$ cat src/rtl/pfs_defines.vh
// Purpose: constants for the program flash self read/write controller
// Assumes: 8-bit register port, 14-bit flash words, 2K-word array
// Notes:   offsets and key values are local choices
`ifndef PFS_DEFINES_VH
`define PFS_DEFINES_VH

// register indices on the 3-bit software port
`define PFS_REG_CONTROL   3'h0
`define PFS_REG_KEY       3'h1
`define PFS_REG_DATA_LO   3'h2
`define PFS_REG_DATA_HI   3'h3
`define PFS_REG_ADDR_LO   3'h4
`define PFS_REG_ADDR_HI   3'h5
`define PFS_REG_STATUS    3'h6

// control register bit positions
`define PFS_CTL_RD        0
`define PFS_CTL_WR        1
`define PFS_CTL_WRITE_ALLOW_BIT      2
`define PFS_CTL_WRERR     3

// reset values
`define PFS_CTL_RST       8'h00
`define PFS_ADDR_RST      13'h0000
`define PFS_DATA_RST      14'h0000

// write unlock key, two bytes in order
`define PFS_KEY_FIRST     8'h55
`define PFS_KEY_SECOND    8'hAA

// array geometry
`define PFS_ADDR_W        13
`define PFS_IMPL_W        11
`define PFS_DATA_W        14
`define PFS_ROW_WORDS     4

// flash timing: read access and erase/write times
`define PFS_CLK_NS        50
`define PFS_READ_NS       100
`define PFS_ERASE_NS      2000000
`define PFS_PROG_NS       2000000
// the same times in clock cycles, rounded up, sized for the 24-bit timer
`define PFS_READ_CYC      24'h000002
`define PFS_ERASE_CYC     24'h009C40
`define PFS_PROG_CYC      24'h009C40

`endif

$ cat src/rtl/pfs_ctrl.v
// Purpose: processor self read/write sequencer for on-chip program flash
// Assumes: flash array answers reads after a fixed time, no handshake
// Notes:   erase and program of a row are timed here, not by software
//
// Function
// - flash reached only through seven registers
// - data pair forms one 14-bit word
// - address pair forms 13-bit word address
// - 2K words implemented, 0000h to 07FFh
// - address pair spans 8K words
// - read one word, write four words
// - row write erases first, then programs
// - internal timer sets erase/write duration
// - start bits set only, zero ignored
// - hardware clears start bits at completion
// - write needs write-allow; clear after reset
// - key register reads all zeros
// - key register used only for writes
// - self access works under code protection
// - protect bits block writes, never reads
// - code protect shuts out serial programmer
`timescale 1ns/100ps
`include "pfs_defines.vh"
module pfs_ctrl (
  mclk,
  rst_b,
  clk_en,
  reg_addr,
  reg_wdata,
  reg_wr,
  reg_rd,
  reg_rdata,
  block_write_protect_sel,
  code_protect_n,
  prog_access_req,
  prog_access_ok,
  fl_addr,
  fl_wdata,
  fl_rdata,
  fl_read,
  fl_erase,
  fl_prog,
  fl_pump_on
);
  input         mclk;                    // system clock
  input         rst_b;                   // async reset, active low
  input         clk_en;                  // freezes all state when low
  input  [2:0]  reg_addr;                // register index
  input  [7:0]  reg_wdata;               // write data
  input         reg_wr;                  // write strobe
  input         reg_rd;                  // read strobe
  output [7:0]  reg_rdata;               // read data, cycle after strobe
  input  [1:0]  block_write_protect_sel; // write protect configuration
  input         code_protect_n;          // code protect, active low
  input         prog_access_req;         // serial programmer wants access
  output        prog_access_ok;          // serial programmer admitted
  output [10:0] fl_addr;                 // array word address
  output [13:0] fl_wdata;                // array write word
  input  [13:0] fl_rdata;                // array read word
  output        fl_read;                 // array read enable
  output        fl_erase;                // row erase
  output        fl_prog;                 // word program
  output        fl_pump_on;              // charge pump enable

  // one-hot states
  localparam [5:0] ST_IDLE  = 6'h01;
  localparam [5:0] ST_READ  = 6'h02;
  localparam [5:0] ST_ERASE = 6'h04;
  localparam [5:0] ST_PROG  = 6'h08;
  localparam [5:0] ST_NEXT  = 6'h10;
  localparam [5:0] ST_DONE  = 6'h20;

  reg    [5:0]  st_q;          // sequencer state
  reg    [5:0]  st_d;          // next state
  reg    [7:0]  addr_lo_q;     // address low byte
  reg    [4:0]  addr_hi_q;     // address high bits
  reg    [7:0]  data_lo_q;     // data low byte
  reg    [5:0]  data_hi_q;     // data high bits
  reg           rd_q;          // read start bit
  reg           wr_q;          // write start bit
  reg           write_allow_bit_q;        // write_allow_bit
  reg           wrerr_q;       // sticky: write refused
  reg    [1:0]  key_q;         // key progress
  wire   [41:0] row_flat;      // first three words of a row, word 0 low
  reg    [1:0]  widx_q;        // word being programmed
  reg    [7:0]  rdata_q;       // read data register
  reg    [10:0] fl_addr_q;     // array address
  reg    [13:0] fl_wdata_q;    // array write data
  reg           fl_read_q;     // array read
  reg           fl_erase_q;    // array erase
  reg           fl_prog_q;     // array program
  reg           pump_q;        // charge pump
  reg           acc_ok_q;      // programmer access
  reg           tmr_load;      // timer start
  reg    [23:0] tmr_count;     // timer interval
  reg           wr_ok;         // write accepted
  reg           blk_prot;      // address write protected
  wire          tmr_done;      // interval done
  wire   [12:0] word_addr;     // full 13-bit address
  wire   [13:0] data_word;     // full 14-bit word
  wire          wr_ctl;        // control write strobe
  wire   [10:0] row_base;      // first word of the row
  genvar        gi;

  assign word_addr = {addr_hi_q, addr_lo_q};
  assign data_word = {data_hi_q, data_lo_q};
  assign wr_ctl    = reg_wr && (reg_addr == `PFS_REG_CONTROL);
  assign row_base  = {word_addr[10:2], 2'b00};
  assign reg_rdata      = rdata_q;
  assign prog_access_ok = acc_ok_q;
  assign fl_addr        = fl_addr_q;
  assign fl_wdata       = fl_wdata_q;
  assign fl_read        = fl_read_q;
  assign fl_erase       = fl_erase_q;
  assign fl_prog        = fl_prog_q;
  assign fl_pump_on     = pump_q;

  //////////////////////////////////////////////////////////////////////////
  // interval timer for read access, erase and program
  pfs_timer u_tmr (
    .mclk   (mclk),
    .rst_b  (rst_b),
    .clk_en (clk_en),
    .load   (tmr_load),
    .count  (tmr_count),
    .done   (tmr_done)
  );

  //////////////////////////////////////////////////////////////////////////
  // protection: quarters of the 2K array, code protect never blocks self
  always @* begin
    case (block_write_protect_sel)
      2'b11:   blk_prot = 1'b0;                       // none protected
      2'b10:   blk_prot = (word_addr[10:9] == 2'b00); // first quarter
      2'b01:   blk_prot = (word_addr[10] == 1'b0);    // first half
      default: blk_prot = 1'b1;                       // all protected
    endcase
  end

  // write starts only with allow bit, key done, legal address
  always @* begin
    wr_ok = write_allow_bit_q && (key_q == 2'b10) && !blk_prot &&
            (word_addr[12:11] == 2'b00);
  end

  //////////////////////////////////////////////////////////////////////////
  // sequencer next state and timer loads
  always @* begin
    st_d      = st_q;
    tmr_load  = 1'b0;
    tmr_count = 24'h000000;
    case (st_q)
      ST_IDLE: begin
        if (wr_q && word_addr[1:0] == 2'b11) begin
          st_d      = ST_ERASE;
          tmr_load  = 1'b1;
          tmr_count = `PFS_ERASE_CYC;
        end else if (wr_q) begin
          st_d = ST_DONE; // word buffered only
        end else if (rd_q) begin
          st_d      = ST_READ;
          tmr_load  = 1'b1;
          tmr_count = `PFS_READ_CYC;
        end
      end
      ST_READ: begin
        if (tmr_done) st_d = ST_DONE;
      end
      ST_ERASE: begin
        if (tmr_done) begin
          st_d      = ST_PROG;
          tmr_load  = 1'b1;
          tmr_count = `PFS_PROG_CYC;
        end
      end
      ST_PROG: begin
        if (tmr_done) st_d = (widx_q == 2'b11) ? ST_DONE : ST_NEXT;
      end
      ST_NEXT: begin
        st_d      = ST_PROG; // four words per row
        tmr_load  = 1'b1;
        tmr_count = `PFS_PROG_CYC;
      end
      ST_DONE: st_d = ST_IDLE;
      default: st_d = ST_IDLE;
    endcase
  end

  //////////////////////////////////////////////////////////////////////////
  // row buffer, one entry per leading word of a row
  generate
    for (gi = 0; gi < `PFS_ROW_WORDS - 1; gi = gi + 1) begin : g_row
      localparam [1:0] SLOT = gi; // position of this word in the row
      reg [13:0] word_q;          // held until the fourth word arrives
      // one process per entry, so no entry has two drivers
      always @(posedge mclk) begin
        if (clk_en && st_q == ST_IDLE && wr_q &&
            word_addr[1:0] == SLOT) begin
          word_q <= data_word;
        end
      end
      assign row_flat[gi*14 +: 14] = word_q;
    end
  endgenerate

  //////////////////////////////////////////////////////////////////////////
  // registers, sequencer, array drive
  always @(posedge mclk or negedge rst_b) begin
    if (!rst_b) begin
      st_q       <= ST_IDLE;
      addr_lo_q  <= 8'h00;
      addr_hi_q  <= 5'h00;
      data_lo_q  <= 8'h00;
      data_hi_q  <= 6'h00;
      rd_q       <= 1'b0;
      wr_q       <= 1'b0;
      write_allow_bit_q     <= 1'b0; // clear after power-up
      wrerr_q    <= 1'b0;
      key_q      <= 2'b00;
      widx_q     <= 2'b00;
      rdata_q    <= 8'h00;
      fl_addr_q  <= 11'h000;
      fl_wdata_q <= 14'h0000;
      fl_read_q  <= 1'b0;
      fl_erase_q <= 1'b0;
      fl_prog_q  <= 1'b0;
      pump_q     <= 1'b0;
      acc_ok_q   <= 1'b0;
    end else if (clk_en) begin
      st_q     <= st_d;
      // programmer shut out while code protect is enabled (low)
      acc_ok_q <= prog_access_req && code_protect_n;
      // register read, data the next cycle only
      rdata_q  <= 8'h00;
      if (reg_rd) begin
        case (reg_addr)
          `PFS_REG_CONTROL: rdata_q <= {4'h0, wrerr_q, write_allow_bit_q, wr_q, rd_q};
          `PFS_REG_KEY:     rdata_q <= 8'h00; // no storage
          `PFS_REG_DATA_LO: rdata_q <= data_lo_q;
          `PFS_REG_DATA_HI: rdata_q <= {2'b00, data_hi_q};
          `PFS_REG_ADDR_LO: rdata_q <= addr_lo_q;
          `PFS_REG_ADDR_HI: rdata_q <= {3'b000, addr_hi_q};
          `PFS_REG_STATUS:  rdata_q <= {2'b00, st_q};
          default:          rdata_q <= 8'h00;
        endcase
      end
      // address and data pairs
      if (reg_wr && reg_addr == `PFS_REG_ADDR_LO) addr_lo_q <= reg_wdata;
      if (reg_wr && reg_addr == `PFS_REG_ADDR_HI)
        addr_hi_q <= reg_wdata[4:0];
      if (reg_wr && reg_addr == `PFS_REG_DATA_LO) data_lo_q <= reg_wdata;
      if (reg_wr && reg_addr == `PFS_REG_DATA_HI)
        data_hi_q <= reg_wdata[5:0];
      // key: first then second byte, anything else restarts
      if (reg_wr && reg_addr == `PFS_REG_KEY) begin
        if (reg_wdata == `PFS_KEY_FIRST)
          key_q <= 2'b01;
        else if (reg_wdata == `PFS_KEY_SECOND && key_q == 2'b01)
          key_q <= 2'b10;
        else
          key_q <= 2'b00;
      end else if (reg_wr) begin
        key_q <= 2'b00; // key must come right before the start
      end
      // control: allow bit writes both ways, start bits set only
      if (wr_ctl) begin
        write_allow_bit_q <= reg_wdata[`PFS_CTL_WRITE_ALLOW_BIT];
        if (reg_wdata[`PFS_CTL_WRERR] == 1'b0) wrerr_q <= 1'b0;
        if (reg_wdata[`PFS_CTL_RD] && !rd_q && !wr_q)
          rd_q <= 1'b1; // zero ignored
        if (reg_wdata[`PFS_CTL_WR] && !rd_q && !wr_q) begin
          if (wr_ok) begin
            wr_q <= 1'b1;
          end else begin
            wrerr_q <= 1'b1; // refused, bit stays clear
          end
        end
      end
      // array drive per state
      fl_read_q  <= (st_d == ST_READ);
      fl_erase_q <= (st_d == ST_ERASE);
      fl_prog_q  <= (st_d == ST_PROG);
      pump_q     <= (st_d == ST_ERASE) || (st_d == ST_PROG);
      if (st_q == ST_IDLE && rd_q)
        fl_addr_q <= word_addr[10:0]; // upper bits beyond 2K ignored
      if (st_q == ST_IDLE && wr_q && word_addr[1:0] == 2'b11) begin
        fl_addr_q <= row_base;
        widx_q    <= 2'b00;
      end
      if (st_d == ST_PROG && st_q != ST_PROG) begin
        fl_addr_q  <= {row_base[10:2], widx_q};
        fl_wdata_q <= (widx_q == 2'b11) ? data_word
                                        : row_flat[widx_q*14 +: 14];
      end
      if (st_q == ST_PROG && tmr_done) widx_q <= widx_q + 2'b01;
      // read data lands in the pair
      if (st_q == ST_READ && tmr_done) begin
        data_lo_q <= fl_rdata[7:0];
        data_hi_q <= fl_rdata[13:8];
      end
      // completion clears the start bits
      if (st_q == ST_DONE) begin
        rd_q <= 1'b0;
        wr_q <= 1'b0;
      end
    end
  end
endmodule // pfs_ctrl

$ cat src/rtl/pfs_timer.v
// Purpose: one-shot down counter that paces flash operations
// Assumes: load and run are exclusive in any cycle
// Notes:   done pulses one cycle when the count runs out
`timescale 1ns/100ps
module pfs_timer (
  mclk,
  rst_b,
  clk_en,
  load,
  count,
  done
);
  input         mclk;   // system clock
  input         rst_b;  // async reset, active low
  input         clk_en; // freeze when low
  input         load;   // start a new interval
  input  [23:0] count;  // interval length in cycles
  output        done;   // one-cycle end pulse

  reg    [23:0] cnt_q;  // cycles remaining
  reg           run_q;  // counting
  reg           done_q; // end pulse

  assign done = done_q;

  //////////////////////////////////////////////////////////////////////////
  // count down, pulse when the count reaches one
  always @(posedge mclk or negedge rst_b) begin
    if (!rst_b) begin
      cnt_q  <= 24'h000000;
      run_q  <= 1'b0;
      done_q <= 1'b0;
    end else if (clk_en) begin
      done_q <= 1'b0;
      if (load) begin
        cnt_q <= count;
        run_q <= 1'b1;
      end else if (run_q) begin
        // interval ends when one cycle remains
        if (cnt_q <= 24'h000001) begin
          run_q  <= 1'b0;
          done_q <= 1'b1;
        end else begin
          cnt_q <= cnt_q - 24'h000001;
        end
      end
    end
  end
endmodule // pfs_timer

$ cat config.mk
export PLATFORM = sky130hd
export DESIGN_NAME = pfs_ctrl
export DESIGN_NICKNAME = d
export VERILOG_FILES = /design/src/rtl/pfs_ctrl.v /design/src/rtl/pfs_timer.v
export VERILOG_INCLUDE_DIRS = /design/src /design/src/rtl
export SDC_FILE = /design/constraint.sdc
export NUM_CORES = 1
export LEC_CHECK = 0
export ABC_AREA = 1
export BUFFER_PORTS_ARGS = -buffer_cell sky130_fd_sc_hd__buf_2
export CAP_MARGIN = 20
export CELL_PAD_IN_SITES_DETAIL_PLACEMENT = 0
export CELL_PAD_IN_SITES_GLOBAL_PLACEMENT = 2
export CORE_MARGIN = 2
export CORE_UTILIZATION = 35
export CTS_CLUSTER_SIZE = 10
export DETAILED_ROUTE_END_ITERATION = 16
export PLACE_DENSITY_LB_ADDON = 0.12
export SLEW_MARGIN = 15
export SYNTH_ARGS = -nofsm -noshare
export SYNTH_HDL_FRONTEND = slang
export SYNTH_HIERARCHICAL = 1
export SYNTH_SLANG_ARGS = --single-unit
export TNS_END_PERCENT = 30
$ cat constraint.sdc
create_clock -name mclk -period 2.85 [get_ports mclk]
set_input_delay 0.4275 -clock mclk [delete_from_list [all_inputs] [get_ports mclk]]
set_output_delay 0.4275 -clock mclk [all_outputs]
set_load 0.005 [all_outputs]
==> results by group, run 1 <==
Status
  • Status: complete, no violations

Worst setup path
  • Crit path launch: st_q[0]$_DFFE_PN1P_
  • Worst-path maximum fanout: 34
  • Kind of cell with the highest combined delay on the critical path: simple AND/OR/NAND/NOR gates
  • Element type at the critical path start: register
  • Worst Path Buf+Inv: 3
  • Reg2reg end: u_tmr/cnt_q[15]$_DFFE_PN0P_
  • Chain of cells forming the critical path: nor2_2 -> nand4_1 -> nand2_2 -> inv_1 -> nand3_1 -> inv_1 -> nand2_4 -> nand2_8 -> inv_4 -> nand2_1 -> nand2_1
  • Kind of critical path: reg2reg
  • Depth of the worst register-to-register path: 11
  • Startpoint of the most critical register-to-register path: st_q[0]$_DFFE_PN1P_
  • CP max-delay cell: sky130_fd_sc_hd__dfstp_2
  • Max incr delay on CP: between 0.5 and 0.6 ns
  • Type of destination of the critical path: register
  • Data arrival time of the critical path: roughly 2.6 ns
  • Required arrival time at the worst endpoint: 3.17 ns
  • Minimum setup slack among reg-to-reg paths: roughly 0.56 ns

Global routing
  • Largest net degree at the start of global routing: 52
  • Number of global-route vias before repair: 6250
  • Overall fraction of global-route tracks in use: 0.215
  • Number of antenna violations at the first check in global routing: 0
  • Global-route wire length before repair: 36400 µm
  • Gr ovfl total: 0

Power
  • PD cells: 850 nW/µm²
  • Internal Power: 4.71 mW
  • Static Leakage: 4.45 nW
  • Total power consumption of the routed design: 7.59 mW
  • Seq pwr share: 0.396
  • Fraction of power spent switching nets: 0.379
  • Peak ir drop on the vdd network: 0.364 mV
  • Clock power share: 0.310
  • Net Switching: 2.88 mW
  • Share of total power in combinational logic: 0.293

STA
  • Transition time of the tightest slew-check pin: 0.708 ns
  • Tightest slew margin relative to the limit: 0.523
  • Number of endpoints failing setup at the final stage: 0
  • Setup repair after global routing missed its margin: false
  • Sum Neg Setup Slack: 0 ns
  • Maximum clock frequency: about 0.44 GHz
  • Final period util: 0.805
  • Final Max Slew Viols: 0
  • Tmin final: about 2.3 ns
  • Hold Slack: roughly 0.24 ns
  • Clock Skews: 0.0108 ns
  • Number of endpoints with negative hold slack in the final report: 0

Finish
  • Share of final-layout standard cells stronger than drive strength 1: 0.156
  • Number of nets in the layout: 1080
  • Fillers: 2217
  • Count of antenna diodes in the layout: 0
  • Finished Core Util: 0.422
  • Area growth, synth to finish: 17.5%

Worst hold path
  • Worst-case hold path end point: prog_access_ok$_DFFE_PN0P_
  • Cell depth of the worst min-delay path: 3
  • Startpoint of the tightest hold check path: code_protect_n
  • Min-delay worst type: in2reg

Logic synthesis
  • Post-Synthesis Cell Area: 7600 µm²
  • Share of the synthesized area in the top cell type: 0.343
  • Largest cells by area after synthesis: sky130_fd_sc_hd__dfrtp_1 34%, sky130_fd_sc_hd__nand2_1 17%, sky130_fd_sc_hd__edfxtp_1 17%
  • Mean area per synthesized cell: 8.01 µm²
  • Sequential share of the synthesized area: 0.512
  • Number of warning messages in the yosys log: 6
  • Cell count after synthesis: between 900 and 1000
  • Number of unique standard cell types used by synthesis: 45
  • Number of flip-flops and latches in the synthesized netlist: approximately 150
  • Cell taking the most area after synthesis: sky130_fd_sc_hd__dfrtp_1

Clocking
  • Clock edge transition at the registers on the reported setup and hold paths: 0.06 ns
  • Count of H-tree levels built during CTS: 4
  • Number of sinks on the clock net: 147
  • Clock root cell: sky130_fd_sc_hd__clkbuf_16
  • Number of buffers on the longest clock path: 2
  • Number of CTS-inserted buffers: 17
  • Number of gates resized after cts: 0
  • TritonCTS clock tree: done
  • Setup fix buffers added after clock tree synthesis: 0
  • Clock insertion delay at the later pin of the skew report: 0.43 ns
  • Number of buffers inserted for hold repair after clock tree synthesis: 1

Drt
  • DRC violation total after the first TritonRoute iteration: 355
  • Number of nets with antenna violations after detailed routing: 0
  • Number of vias in the routed layout: 6496
  • Vias/cell: 4.88
  • Iteration count of the initial detailed-routing pass: 7
  • Post-DR wirelength/cell: 17.4 µm
  • Total length of routed wires: 23200 µm
  • DRC violation count after routing: 0

Placement
  • HPWL after detailed placement: 16700 µm
  • Count of buffers inserted at the top-level ports: 71
  • Final GP Congestion: 0.837

Floorplanning
  • Die X-Extent: 151 µm
  • Die Ht: 151 µm
  • Standard cell core area: 21200 µm²
  • Die Area: 22900 µm²
  • I/O pin count: 72
  • Starting utilization of the core area: 0.359
  • Row Count: 53

Job
  • Number of maximum-capacitance constraint violations: 0
==> routing by layer <==
layer  track usage  wire length, µm  vias to the layer above  part of all wire
met5             0                0                        -                 0
met4        0.0612              375                        0             0.016
met3        0.0380             1030                       21             0.044
met2         0.327            10300                      144              0.44
met1         0.313            11500                     3056              0.50
li1              -                -                     3275                 -
==> state kept, by name, indices dropped and copies added, names as in the netlist, 2 cells and up <==
register,cells
reg_rdata,8
key_q,2
data_hi_q,6
widx_q,2
addr_hi_q,5
st_q,6
g_row.word_q,42
fl_wdata,14
u_tmr/cnt_q,24
data_lo_q,8
fl_addr,11
addr_lo_q,8
==> how the worst max path moves through the flow <==
stage               cells after the start  slack [ns]                            to
floorplan                               5        0.52  g_row[2].word_q[0]$_DFFE_PP_
global placement                       11        0.59   u_tmr/cnt_q[16]$_DFFE_PN0P_
detailed placement                     11        0.55   u_tmr/cnt_q[15]$_DFFE_PN0P_
CTS                                    11        0.53   u_tmr/cnt_q[15]$_DFFE_PN0P_
global route                           11        0.30   u_tmr/cnt_q[15]$_DFFE_PN0P_
finish                                 11        0.56   u_tmr/cnt_q[15]$_DFFE_PN0P_
==> worst min-delay path: stages <==
cell                      delay, ns
sky130_fd_sc_hd__buf_2         0.07
sky130_fd_sc_hd__nand3_1       0.06
sky130_fd_sc_hd__nand2_1       0.07
==> stage by stage <==
stage	setup WS, ns	area (µm²)	std cells
6_report	0.556	8930	1331
4_1_cts	0.531	8930	1331
3_3_place_gp	0.592	8300	1298
3_5_place_dp	0.550	8300	1298
2_1_floorplan	0.516	7660	965
5_1_grt	0.298	8930	1331
==> cell usage after synthesis (all sizes together) <==
cell     instances
inv             67
a22o             2
dfrtp          104
nand2          353
ha               3
nor2           106
a21oi            4
o22ai            1
o21ai           91
clkbuf          11
xnor2            1
o211ai           1
nand4           15
nand3b           2
edfxtp          42
xor2             4
o2111ai          1
a21boi           2
conb             1
buf             19
nor4             2
a21o             6
nor3             6
or2              2
nand3           89
clkinv           2
dfstp            1
mux2i            3
a31oi            7
==> area by class of cell <==
class / instances / area (µm²) / area share
clock buffer: 20 / 489 / 0.0548
sequential: 147 / 3890 / 0.436
clock inverter: 12 / 130 / 0.0146
inverter: 69 / 263 / 0.0294
timing repair buffer: 89 / 508 / 0.0569
multi-input combinational: 719 / 3300 / 0.370
tap: 275 / 344 / 0.0385
==> power groups by stage <==
stage | logic (mW) | clock network (mW) | registers (mW)
floorplan | 1.64 | 0 | 2.91
global placement | 2.25 | 0 | 3.04
detailed placement | 2.24 | 0 | 3.05
CTS | 2.25 | 2.41 | 3.01
global route | 2.55 | 2.49 | 3.07
finish | 2.22 | 2.36 | 3.01
==> cells in the final DEF, fill, tap and decap left out, drive strengths merged <==
master	netlist	routed
dfstp	1	1
a31oi	7	7
buf	19	88
a22o	2	2
nand4	15	15
nor2	106	106
o21ai	91	91
nand3b	2	2
inv	67	76
or2	2	2
nand3	89	89
edfxtp	42	42
o211ai	1	1
bufinv	0	1
clkbuf	11	20
o22ai	1	1
nand2	353	353
clkinv	2	4
dlygate4sd3	0	1
a21oi	4	4
a21o	6	6
xnor2	1	1
nor3	6	6
ha	3	3
dfrtp	104	104
a21boi	2	2
nor4	2	2
o2111ai	1	1
mux2i	3	3
conb	1	18
xor2	4	4
==> cell families after synthesis <==
family                   after synthesis  share of synthesized area
AND/OR/NAND/NOR                      575                      0.327
flip-flops                           147                      0.512
other                                  1                   0.000494
adder cells (fa/ha/maj)                3                    0.00494
AO/OA/AOI/OAI                        115                     0.0842
XOR/XNOR                               5                    0.00576
multiplexers                           3                    0.00395
buffers and inverters                 99                     0.0619
No activity file was read; power rests on OpenSTA's default activity.
==> inputs of run 2 (changes only) <==
Settings changed: CORE_UTILIZATION 35 to 32.
Clock period 2.85 ns to 2.1 ns, I/O delays scaled along.
==> run 2 against run 1 <==
Final area is 2.6% higher. Setup slack worse by 0.37 ns. Critical path type unchanged. Routed wire length rose by 1.9%. Sequential cell count unchanged. Largest cell class unchanged.
==> results by group, run 2 (same netlist as run 1, synthesis figures left out) <==
Status
  • Status: complete, no violations

Worst setup path
  • Cell occurring most often along the worst timing path: sky130_fd_sc_hd__nand2_1
  • Max incr delay on CP: 0.44 ns
  • Worst-path maximum fanout: 21
  • Kind of cell with the highest combined delay on the critical path: simple AND/OR/NAND/NOR gates
  • Element type at the critical path start: register
  • Worst Path Buf+Inv: 2
  • CP max-delay cell: sky130_fd_sc_hd__dfrtp_1
  • Data arrival time of the critical path: ~2.3 ns
  • Required arrival time at the worst endpoint: 2.47 ns
  • Chain of cells forming the critical path: nor2_4 -> nand2_1 -> nor2_4 -> nand3_1 -> nand3_1 -> inv_1 -> nand2_4 -> nand2_8 -> inv_4 -> nand2_1 -> nand2_1
  • Kind of critical path: reg2reg
  • Type of destination of the critical path: register

STA
  • Sum Neg Setup Slack: 0 ns
  • Final WS setup: 0.184 ns
  • Clock Skews: 0.0116 ns
  • Final Max Slew Viols: 0
  • Final period util: 0.913
  • Number of endpoints failing setup at the final stage: 0
  • Setup repair after global routing missed its margin: false
  • Tightest slew margin relative to the limit: 0.634
  • Transition time of the tightest slew-check pin: 0.549 ns
  • Number of endpoints with negative hold slack in the final report: 0
  • Tmin final: 1.92 ns
  • Maximum clock frequency: 0.522 GHz

Floorplanning
  • Row Count: between 50 and 60
  • Standard cell core area: 23400 µm²
  • Die X-Extent: 158 µm
  • I/O pin count: 72
  • Starting utilization of the core area: 0.325
  • Die Ht: 158 µm
  • Die Area: 25000 µm²

Finish
  • Fillers: 2506
  • Finished Core Util: 0.392
  • Area growth, synth to finish: 20.7%
  • Max FFs per register: 42
  • Count of antenna diodes in the layout: 0
  • Non-filler instance count after layout: 1399
  • Largest register by flop count: g_row.word_q
  • Most frequent cells in the layout: 340 x sky130_fd_sc_hd__nand2_1, 104 x sky130_fd_sc_hd__dfrtp_1, 91 x sky130_fd_sc_hd__nor2_1
  • Share of final-layout standard cells stronger than drive strength 1: 0.175
  • Most common library cell in the layout ignoring fill and taps: sky130_fd_sc_hd__nand2_1
  • Number of nets in the layout: 1104

Global routing
  • Number of global-route vias before repair: between 6000 and 7000
  • Gr ovfl total: 0
  • Largest net degree at the start of global routing: 39
  • Overall fraction of global-route tracks in use: 0.202
  • Number of antenna violations at the first check in global routing: 0
  • Global-route wire length before repair: ~37000 µm

Clocking
  • TritonCTS clock tree: done
  • Number of CTS-inserted buffers: 17
  • Clock edge transition at the registers on the reported setup and hold paths: around 0.07 ns
  • Number of buffers on the longest clock path: 2
  • Setup fix buffers added after clock tree synthesis: 0
  • Count of H-tree levels built during CTS: 4
  • Clock insertion delay at the later pin of the skew report: about 0.43 ns
  • Number of sinks on the clock net: 147
  • Clock root cell: sky130_fd_sc_hd__clkbuf_16

Placement
  • Count of buffers inserted at the top-level ports: 71
  • Final GP Congestion: 0.808
  • HPWL after detailed placement: 17400 µm
  • Worst slack at placement: around 0.17 ns
  • Count of placed standard cells including taps: 1366

Drt
  • Post-DR wirelength/cell: 16.9 µm
  • Iteration count of the initial detailed-routing pass: 5
  • Vias/cell: 4.63
  • Number of nets with antenna violations after detailed routing: 0
  • Number of vias in the routed layout: 6472
  • DRC violation total after the first TritonRoute iteration: 486
  • DRC violation count after routing: 0
  • Total length of routed wires: roughly 24000 µm

Power
  • Peak ir drop on the vdd network: roughly 0.5 mV
  • Static Leakage: 4.56 nW
  • PD cells: 1140 nW/µm²

Worst hold path
  • Min-delay worst type: in2reg

Job
  • Number of maximum-capacitance constraint violations: 0
-- run 2: cell types whose count changed in the layout (fill, tap and decap cells not counted), sizes merged --
cell and delta:
buf +24, clkinv +5, clkbuf -3, bufinv -1
inv -1
-- run 2: final timing paths --
path | start | to | slack, ns | depth (start not counted)
setup / recovery | st_q[5]$_DFFE_PN0P_ | u_tmr/cnt_q[12]$_DFFE_PN0P_ | 0.18 | 11
hold / removal | code_protect_n | prog_access_ok$_DFFE_PN0P_ | 0.11 | 3
setup reg to reg | st_q[5]$_DFFE_PN0P_ | u_tmr/cnt_q[12]$_DFFE_PN0P_ | 0.18 | 11
hold reg to reg | prog_access_ok$_DFFE_PN0P_ | prog_access_ok$_DFFE_PN0P_ | 0.48 | 2
max in group asynchronous | rst_b | data_lo_q[0]$_DFFE_PN0P_ | 1.00 | 3
min in group asynchronous | rst_b | fl_wdata[10]$_DFFE_PN0P_ | 0.41 | 2
-- run 2: worst min-delay path: cells and delay by family --
kind / cells / cell delay, ns
buffers and inverters: 1 / 0.07
and+or+nand+nor: 2 / 0.12
-- run 2: timing repair --
| action | 4_1_cts | 5_1_grt |
|---|---|---|
| hold buffers | 1 | 0 |
| resized for setup | 0 | 1 |
| endpoints found under the hold margin | 34 | 0 |
| setup endpoints to repair | 0 | 1 |
-- run 2: where the power goes --
group          switching [mW]  leakage [nW]  total [mW]  internal [mW]
registers               0.581          1.76        4.09           3.50
clock network            1.48         0.296        3.09           1.61
logic                    2.08          2.50        3.25           1.17
-- run 2: per-layer routing --
layer  part of all wire  wire, µm  track usage  vias to the layer above
li1                   -         -            -                     3315
met1               0.55     13100        0.330                     2971
met2               0.39      9110        0.265                      167
met3              0.052      1240       0.0364                       19
met4              0.010       238       0.0511                        0
met5                  0         0            0                        -
-- run 2: cell type report --
class | instances | area [µm²] | area share
Clock buffer | 17 | 425 | 0.0464
Clock inverter | 15 | 179 | 0.0195
Inverter | 69 | 263 | 0.0287
Multi-Input combinational cell | 719 | 3300 | 0.361
Sequential cell | 147 | 3890 | 0.424
Tap cell | 319 | 399 | 0.0435
Timing Repair Buffer | 113 | 704 | 0.0769
-- run 2: stage by stage --
step / area (µm²) / hold slack (ns) / power, mW
2_1_floorplan: 7660 / 0.0194 / 6.18
3_3_place_gp: 8550 / 0.335 / 7.38
3_5_place_dp: 8550 / 0.332 / 7.37
4_1_cts: 9160 / 0.100 / 10.5
5_1_grt: 9170 / 0.120 / 11.1
6_report: 9170 / 0.114 / 10.4
